$ cat src/design/sca_map.vh
// Register map, field positions and reset values of the seconds counter with alarm
`ifndef SCA_MAP_VH
`define SCA_MAP_VH

// ==========================================
// Register offsets
`define SCA_ADDR_W 8
`define SCA_OFF_MODE 8'h00
`define SCA_OFF_ALARM 8'h04
`define SCA_OFF_VALUE 8'h08
`define SCA_OFF_FLAGS 8'h0C
`define SCA_OFF_IRQ_MASK 8'h10

// ==========================================
// Field positions
`define SCA_PRESCALE_MSB 15
`define SCA_PRESCALE_LSB 0
`define SCA_ALARM_IEN_BIT 16
`define SCA_TICK_IEN_BIT 17
`define SCA_RESTART_BIT 18
`define SCA_ALARM_FLAG_BIT 0
`define SCA_TICK_FLAG_BIT 1

// ==========================================
// Reset values and constants
`define SCA_PRESCALE_RESET 16'h8000
`define SCA_PRESCALE_ZERO 16'h0000
`define SCA_ALARM_RESET 32'hFFFFFFFF
`define SCA_COUNT_RESET 32'h00000000
`define SCA_COUNT_STEP 32'h00000001
`define SCA_DIV_RESET 16'h0000
`define SCA_DIV_STEP 17'h00001
`define SCA_ZERO_PERIOD 17'h10000
`define SCA_RDATA_ZERO 32'h00000000
`define SCA_SLOW_DELAY 2

`endif

$ cat src/design/sca_sync.v
// Two-flop synchroniser with rising-edge detect for one asynchronous level
`timescale 1ns/1ps
module sca_sync (
   input wire clk,
   input wire resetn,
   input wire async_in,
   output wire level,
   output wire rise
);
   reg meta;
   reg stable;
   reg stable_d;

   // Only the second flop reads the first one
   always @(posedge clk) begin
      if (!resetn) begin
         // All high in reset, so a clock already high or low at release shows no false edge
         meta <= 1'b1;
         stable <= 1'b1;
         stable_d <= 1'b1;
      end else begin
         meta <= async_in;
         stable <= meta;
         stable_d <= stable;
      end
   end

   assign level = stable;
   assign rise = stable & ~stable_d;
endmodule

$ cat src/design/sca_defer.v
// Delays a one-cycle request until a given number of slow-clock ticks have passed
`timescale 1ns/1ps
module sca_defer #(
   parameter DELAY = 2
) (
   input wire clk,
   input wire resetn,
   input wire req,
   input wire slow_tick,
   output wire fire
);
   reg pend;
   reg [1:0] cnt;
   wire last;

   localparam integer LAST_INT = DELAY - 1;
   localparam [1:0] LAST_CNT = LAST_INT[1:0];

   assign last = (cnt == LAST_CNT);
   assign fire = pend & slow_tick & last;

   // A request while one is pending merges into it; a request in the firing cycle re-arms
   always @(posedge clk) begin
      if (!resetn) begin
         pend <= 1'b0;
         cnt <= 2'h0;
      end else if (req && (!pend || fire)) begin
         pend <= 1'b1;
         cnt <= 2'h0;
      end else if (fire) begin
         pend <= 1'b0;
         cnt <= 2'h0;
      end else if (pend && slow_tick) begin
         cnt <= cnt + 2'h1;
      end
   end
endmodule

$ cat src/design/sca_timer.v
// Seconds counter with alarm: register slave, slow-clock prescaler, 32-bit counter, flags, interrupt
//
// The strobed register port was decided locally.
`timescale 1ns/1ps
`include "sca_map.vh"
module sca_timer #(
   parameter SLOW_DELAY = `SCA_SLOW_DELAY
) (
   input wire CLK_SYS,
   input wire RESETN,
   input wire SLOW_CLK,
   input wire [`SCA_ADDR_W-1:0] REG_ADDR,
   input wire [31:0] REG_WDATA,
   input wire REG_WR,
   input wire REG_RD,
   output reg [31:0] REG_RDATA,
   output reg IRQ
);

   // ==========================================
   // Slow clock sampling
   wire slow_tick;

   // The slow clock is only ever seen through two flops, so the count, the flags
   // and every register read live in CLK_SYS alone and can never be caught mid-change
   sca_sync u_slow_sync (
      .clk(CLK_SYS),
      .resetn(RESETN),
      .async_in(SLOW_CLK),
      .level(),
      .rise(slow_tick)
   );

   // ==========================================
   // Address decode
   wire sel_mode;
   wire sel_alarm;
   wire sel_value;
   wire sel_flags;
   wire sel_mask;
   wire wr_mode;
   wire wr_alarm;
   wire wr_flags;
   wire wr_mask;
   wire rd_flags;

   assign sel_mode = (REG_ADDR == `SCA_OFF_MODE);
   assign sel_alarm = (REG_ADDR == `SCA_OFF_ALARM);
   assign sel_value = (REG_ADDR == `SCA_OFF_VALUE);
   assign sel_flags = (REG_ADDR == `SCA_OFF_FLAGS);
   assign sel_mask = (REG_ADDR == `SCA_OFF_IRQ_MASK);
   assign wr_mode = REG_WR & sel_mode;
   assign wr_alarm = REG_WR & sel_alarm;
   assign wr_flags = REG_WR & sel_flags;
   assign wr_mask = REG_WR & sel_mask;
   assign rd_flags = REG_RD & sel_flags;

   // ==========================================
   // Software registers
   reg [15:0] prescale_count;
   reg alarm_irq_enable;
   reg tick_irq_enable;
   reg [31:0] alarm_value;

   // The mask register is a second window on the two enable bits of mode
   always @(posedge CLK_SYS) begin
      if (!RESETN) begin
         prescale_count <= `SCA_PRESCALE_RESET;
         alarm_irq_enable <= 1'b0;
         tick_irq_enable <= 1'b0;
      end else if (wr_mode) begin
         prescale_count <= REG_WDATA[`SCA_PRESCALE_MSB:`SCA_PRESCALE_LSB];
         alarm_irq_enable <= REG_WDATA[`SCA_ALARM_IEN_BIT];
         tick_irq_enable <= REG_WDATA[`SCA_TICK_IEN_BIT];
      end else if (wr_mask) begin
         alarm_irq_enable <= REG_WDATA[`SCA_ALARM_FLAG_BIT];
         tick_irq_enable <= REG_WDATA[`SCA_TICK_FLAG_BIT];
      end
   end

   always @(posedge CLK_SYS) begin
      if (!RESETN) begin
         alarm_value <= `SCA_ALARM_RESET;
      end else if (wr_alarm) begin
         alarm_value <= REG_WDATA;
      end
   end

   // ==========================================
   // Deferred actions
   wire restart_req;
   wire alarm_clr_req;
   wire tick_clr_req;
   wire restart_now;
   wire alarm_clr_now;
   wire tick_clr_now;

   assign restart_req = wr_mode & REG_WDATA[`SCA_RESTART_BIT];
   // Status read clears both; a write of one clears the chosen bits the same slow way
   assign alarm_clr_req = rd_flags | (wr_flags & REG_WDATA[`SCA_ALARM_FLAG_BIT]);
   assign tick_clr_req = rd_flags | (wr_flags & REG_WDATA[`SCA_TICK_FLAG_BIT]);

   // Requests are held until the second slow tick after the access, as a true two-domain
   // timer would behave; an event in that gap is lost if the clear lands after it
   sca_defer #(.DELAY(SLOW_DELAY)) u_restart_defer (
      .clk(CLK_SYS),
      .resetn(RESETN),
      .req(restart_req),
      .slow_tick(slow_tick),
      .fire(restart_now)
   );

   sca_defer #(.DELAY(SLOW_DELAY)) u_alarm_clr_defer (
      .clk(CLK_SYS),
      .resetn(RESETN),
      .req(alarm_clr_req),
      .slow_tick(slow_tick),
      .fire(alarm_clr_now)
   );

   sca_defer #(.DELAY(SLOW_DELAY)) u_tick_clr_defer (
      .clk(CLK_SYS),
      .resetn(RESETN),
      .req(tick_clr_req),
      .slow_tick(slow_tick),
      .fire(tick_clr_now)
   );

   // ==========================================
   // Prescaler
   reg [15:0] div_cnt;
   wire [16:0] period;
   wire [16:0] div_plus;
   wire div_last;
   wire inc;

   assign period = (prescale_count == `SCA_PRESCALE_ZERO) ? `SCA_ZERO_PERIOD : {1'b0, prescale_count};
   assign div_plus = {1'b0, div_cnt} + `SCA_DIV_STEP;
   // Greater-or-equal so a smaller period written mid-count ends the current one at the next slow tick
   assign div_last = (div_plus >= period);
   assign inc = slow_tick & div_last & ~restart_now;

   always @(posedge CLK_SYS) begin
      if (!RESETN) begin
         div_cnt <= `SCA_DIV_RESET;
      end else if (restart_now) begin
         div_cnt <= `SCA_DIV_RESET;
      end else if (slow_tick) begin
         if (div_last) begin
            div_cnt <= `SCA_DIV_RESET;
         end else begin
            div_cnt <= div_plus[15:0];
         end
      end
   end

   // ==========================================
   // Counter and alarm compare
   reg [31:0] current_count;
   wire [31:0] next_count;
   wire [31:0] alarm_target;
   wire alarm_hit;

   assign next_count = current_count + `SCA_COUNT_STEP;
   assign alarm_target = alarm_value + `SCA_COUNT_STEP;
   assign alarm_hit = inc & (next_count == alarm_target);

   always @(posedge CLK_SYS) begin
      if (!RESETN) begin
         current_count <= `SCA_COUNT_RESET;
      end else if (restart_now) begin
         current_count <= `SCA_COUNT_RESET;
      end else if (inc) begin
         current_count <= next_count;
      end
   end

   // ==========================================
   // Sticky flags
   reg alarm_flag;
   reg tick_flag;

   // A set in the same cycle as the deferred clear wins
   always @(posedge CLK_SYS) begin
      if (!RESETN) begin
         alarm_flag <= 1'b0;
         tick_flag <= 1'b0;
      end else begin
         if (alarm_hit) begin
            alarm_flag <= 1'b1;
         end else if (alarm_clr_now) begin
            alarm_flag <= 1'b0;
         end
         if (inc) begin
            tick_flag <= 1'b1;
         end else if (tick_clr_now) begin
            tick_flag <= 1'b0;
         end
      end
   end

   // ==========================================
   // Interrupt
   wire next_irq;

   assign next_irq = (alarm_flag & alarm_irq_enable) | (tick_flag & tick_irq_enable);

   always @(posedge CLK_SYS) begin
      if (!RESETN) begin
         IRQ <= 1'b0;
      end else begin
         IRQ <= next_irq;
      end
   end

   // ==========================================
   // Read data
   reg [31:0] next_rdata;

   always @* begin
      next_rdata = `SCA_RDATA_ZERO;
      if (sel_mode) begin
         next_rdata[`SCA_PRESCALE_MSB:`SCA_PRESCALE_LSB] = prescale_count;
         next_rdata[`SCA_ALARM_IEN_BIT] = alarm_irq_enable;
         next_rdata[`SCA_TICK_IEN_BIT] = tick_irq_enable;
      end else if (sel_alarm) begin
         next_rdata = alarm_value;
      end else if (sel_value) begin
         next_rdata = current_count;
      end else if (sel_flags) begin
         next_rdata[`SCA_ALARM_FLAG_BIT] = alarm_flag;
         next_rdata[`SCA_TICK_FLAG_BIT] = tick_flag;
      end else if (sel_mask) begin
         next_rdata[`SCA_ALARM_FLAG_BIT] = alarm_irq_enable;
         next_rdata[`SCA_TICK_FLAG_BIT] = tick_irq_enable;
      end
   end

   // Data only in the cycle after a read; zero otherwise and for unmapped addresses
   always @(posedge CLK_SYS) begin
      if (!RESETN) begin
         REG_RDATA <= `SCA_RDATA_ZERO;
      end else if (REG_RD) begin
         REG_RDATA <= next_rdata;
      end else begin
         REG_RDATA <= `SCA_RDATA_ZERO;
      end
   end

endmodule

$ cat config.mk
export PLATFORM = sky130hd
export DESIGN_NAME = sca_timer
export DESIGN_NICKNAME = d
export VERILOG_FILES = /design/src/design/sca_sync.v /design/src/design/sca_defer.v /design/src/design/sca_timer.v
export VERILOG_INCLUDE_DIRS = /design/src /design/src/design
export SDC_FILE = /design/constraint.sdc
export NUM_CORES = 1
export LEC_CHECK = 0
export BUFFER_PORTS_ARGS = -buffer_cell sky130_fd_sc_hd__buf_2
export CAP_MARGIN = 5
export CELL_PAD_IN_SITES_DETAIL_PLACEMENT = 2
export CELL_PAD_IN_SITES_GLOBAL_PLACEMENT = 2
export CORE_ASPECT_RATIO = 0.6
export CORE_MARGIN = 5
export CORE_UTILIZATION = 32
export DETAILED_ROUTE_END_ITERATION = 10
export PLACE_DENSITY_LB_ADDON = 0.1
export SETUP_SLACK_MARGIN = 0.15
export SLEW_MARGIN = 20
export SYNTH_ARGS = -nofsm -noshare
export SYNTH_HDL_FRONTEND = slang
export SYNTH_HIERARCHICAL = 1
export SYNTH_SLANG_ARGS = --single-unit
export TNS_END_PERCENT = 10
$ cat constraint.sdc
create_clock -name CLK_SYS -period 3.63 [get_ports CLK_SYS]
set_input_delay 1.089 -clock CLK_SYS [delete_from_list [all_inputs] [get_ports CLK_SYS]]
set_output_delay 1.089 -clock CLK_SYS [all_outputs]
set_load 0.05 [all_outputs]
==> impl_metrics.env <==
export IMPL_status="finished clean"
export IMPL_hpwlAfterDp_mm=23.7
export IMPL_cp_startpoint="div_cnt[0]$_SDFFE_PP0P_"
export IMPL_area_growth_pct=20.9
export IMPL_synth_edf_count=0
export IMPL_cts_root_buf="clkbuf_16"
export IMPL_cts_tree="done"
export IMPL_pin_count=78
export IMPL_cp_cell_sequence="ha_4, and3_4, nand3_2, xnor2_2, ha_1, and4_4, nand2_1, or4_4, a211oi_4, o21ai_2, or4_1, or4_4, o21ai_1"
export IMPL_maxCapViolCount=0
export IMPL_crit_top_cell="or4_4"
export IMPL_clock_skew_final_ns=0.0103
export IMPL_drt_iter0_markers=649
export IMPL_vias=7684
export IMPL_numCtsBuffers=17
export IMPL_stdcell_count=1429
export IMPL_portBuffers=77
export IMPL_drive_gt1_frac=0.196
export IMPL_arrival_ns=3.93
export IMPL_crit_type="reg -> reg"
export IMPL_synth_most_common_cell="nand2_1"
export IMPL_finalHoldViolCount=0
export IMPL_yosys_warnings=6
export IMPL_min_from="u_slow_sync/meta$_SDFF_PN1_"
export IMPL_core_area_um2=25100
export IMPL_syn_inst=1006
export IMPL_die_x_um=215
export IMPL_syn_area_per_cell_um2=8.02
export IMPL_setup_viol=0
export IMPL_first_pass_iters=7
export IMPL_ir_drop_v=0.000234
export IMPL_synth_commonest_cells="147 x nand2_1, 145 x dfxtp_1, 115 x nor2_1"
export IMPL_slowest_delay_ns=0.53
export IMPL_leakagePower_nw=3.95
export IMPL_slew_violations=0
export IMPL_cts_hold_fix_buffers=0
export IMPL_initial_core_util=0.322
export IMPL_start_kind="flop"
export IMPL_worst_slew_pin_slew_ns=0.698
export IMPL_first_global_vias=7933
export IMPL_htree_levels=4
export IMPL_r2r_setup_slack_ns=0.08
export IMPL_syn_nets=1074
export IMPL_grt_setup_unrepaired="true"
export IMPL_ctsLongestPathBuffers=2
export IMPL_grt_max_degree=67
export IMPL_final_nets=1155
export IMPL_drc=0
export IMPL_synth_largest_area_cell="dfxtp_1"
export IMPL_die_height_um=133
export IMPL_synthArstFlopShare=0
export IMPL_path_max_fanout=3
export IMPL_dp_cells=1385
export IMPL_slew_headroom=0.534
export IMPL_tns_ns=0
export IMPL_clkLatencyLatePin_ns=0.46
export IMPL_ys_seq_area_frac=0.360
export IMPL_die_area_um2=28600
export IMPL_clkTransAtPathRegs_ns=0.06
export IMPL_antenna_found_initial=2
export IMPL_min_path_type="reg -> reg"
export IMPL_hold_ws_ns=0.418
export IMPL_numClockSinks=145
export IMPL_ys_seq_elements=145
export IMPL_track_usage=0.227
export IMPL_fin_crit_sh=0.977
export IMPL_crit_required_ns=4.01
export IMPL_end_kind="flop"
export IMPL_crit_slowest_cell="or4_4"
export IMPL_critPathBufInv=0
export IMPL_synth_area_um2=8070
export IMPL_overflow=0
export IMPL_antenna_left=0
export IMPL_wirelength_mm=32.4
export IMPL_vias_per_cell=5.38
export IMPL_synthTopCellsByArea="dfxtp_1 36%, xnor2_1 9.2%, nand2_1 6.8%, nor2_1 5.3%, nand3_1 4.5%"
export IMPL_synthFlopType="dfxtp_1"
export IMPL_place_gp_congestion=0.872
export IMPL_fmax_mhz=282
export IMPL_period_needed_ns=3.55
export IMPL_crit_family="simple AND/OR/NAND/NOR gates"
export IMPL_yosys_cell_types_count=59
export IMPL_powerDensity_nw_per_um2=361
export IMPL_grt_pass1_wl_mm=49.6
export IMPL_wl_per_cell_um=22.7
export IMPL_synth_top_area_frac=0.360
export IMPL_r2r_start="div_cnt[0]$_SDFFE_PP0P_"
export IMPL_rows=45
-- cell type report --
cell class              instances  area [um2]
inverters                      30         113
well taps                     329         412
fillers                      2871       15300
clock inverters                10         101
repair buffers                131         815
diodes                          1        2.50
multi-input cells             762        4920
clock buffers                  21         472
flip-flops and latches        145        2920
-- placed cells by master (no fill, tap or decap), drive strengths merged, types with 4 or more instances in the layout --
master	instances
nand3	73
buf	131
a21oi	31
nor3	18
and4	7
o31a	6
and3b	8
mux2	4
o21a	6
a21o	4
a21boi	19
ha	23
inv	33
and3	15
nand2b	5
o21ai	15
o211ai	6
nand3b	5
dfxtp	145
nand4	27
xnor2	86
a222oi	16
nor3b	10
nor2	115
and2	6
nor2b	5
nand2	149
xor2	34
nor4	14
and4bb	6
mux2i	5
or2	5
clkbuf	21
or3	4
a22oi	17
-- routing by layer --
layer	share of wire	wire length, um	track usage
met1	0.54	17500	0.356
met2	0.39	12800	0.310
met3	0.053	1700	0.0446
met4	0.012	389	0.0586
met5	0.00077	25	0
-- kinds of logic after synthesis --
family,share of synthesized area
DFF,0.360
xor gates and xnor gates,0.137
adders and majority gates,0.0356
and+or+nand+nor,0.292
muxes,0.0118
buffers and inverters,0.0479
AOI/OAI and AO/OA,0.116
-- power breakdown --
part           internal (mW)  switching (mW)  leakage (nW)
Clock                   1.00           0.772         0.272
Sequential              1.59         0.00328          1.17
Combinational         0.0601          0.0943          2.51
Total                   2.66           0.870          3.95
-- final timing paths --
| kind | depth (start not counted) | endpoint |
|---|---|---|
| max reg2reg | 13 | alarm_flag$_SDFFE_PN0P_ |
| min reg2reg | 1 | u_slow_sync/level$_SDFF_PN1_ |
| max | 13 | alarm_flag$_SDFFE_PN0P_ |
| min | 1 | u_slow_sync/level$_SDFF_PN1_ |
-- worst register-to-register path, stage by stage (launching register included) --
cell and delay, ns:
dfxtp_4 0.37, ha_4 0.14, and3_4 0.19, nand3_2 0.09, xnor2_2 0.16, ha_1 0.32
and4_4 0.23, nand2_1 0.05, or4_4 0.53, a211oi_4 0.25, o21ai_2 0.09, or4_1 0.40
or4_4 0.48, o21ai_1 0.16
-- stage by stage --
step	power (mW)	area, um2	util	worst slack (ns)
after CTS	3.57	9680	0.386	0.134
after global placement	1.78	8960	0.358	0.0568
after floorplan	1.71	8120	-	0.193
final	3.52	9760	0.390	0.0825
after detailed placement	1.78	8960	0.358	-0.0460
after global routing	3.64	9760	0.389	-0.0127
-- registers in the layout, indices dropped and copies added (netlist names), 2 cells and up --
| signal | count |
|---|---|
| prescale_count | 16 |
| REG_RDATA | 32 |
| alarm_value | 32 |
| div_cnt | 16 |
| u_tick_clr_defer/cnt | 2 |
| u_restart_defer/cnt | 2 |
| current_count | 32 |
| u_alarm_clr_defer/cnt | 2 |
-- repair_timing --
action                                  4_1_cts  5_1_grt
gates resized for setup                      12       18
pin swaps                                    14        2
setup buffers                                11        1
endpoints found under the setup margin        2       40
(Power assumes the default switching activity.)
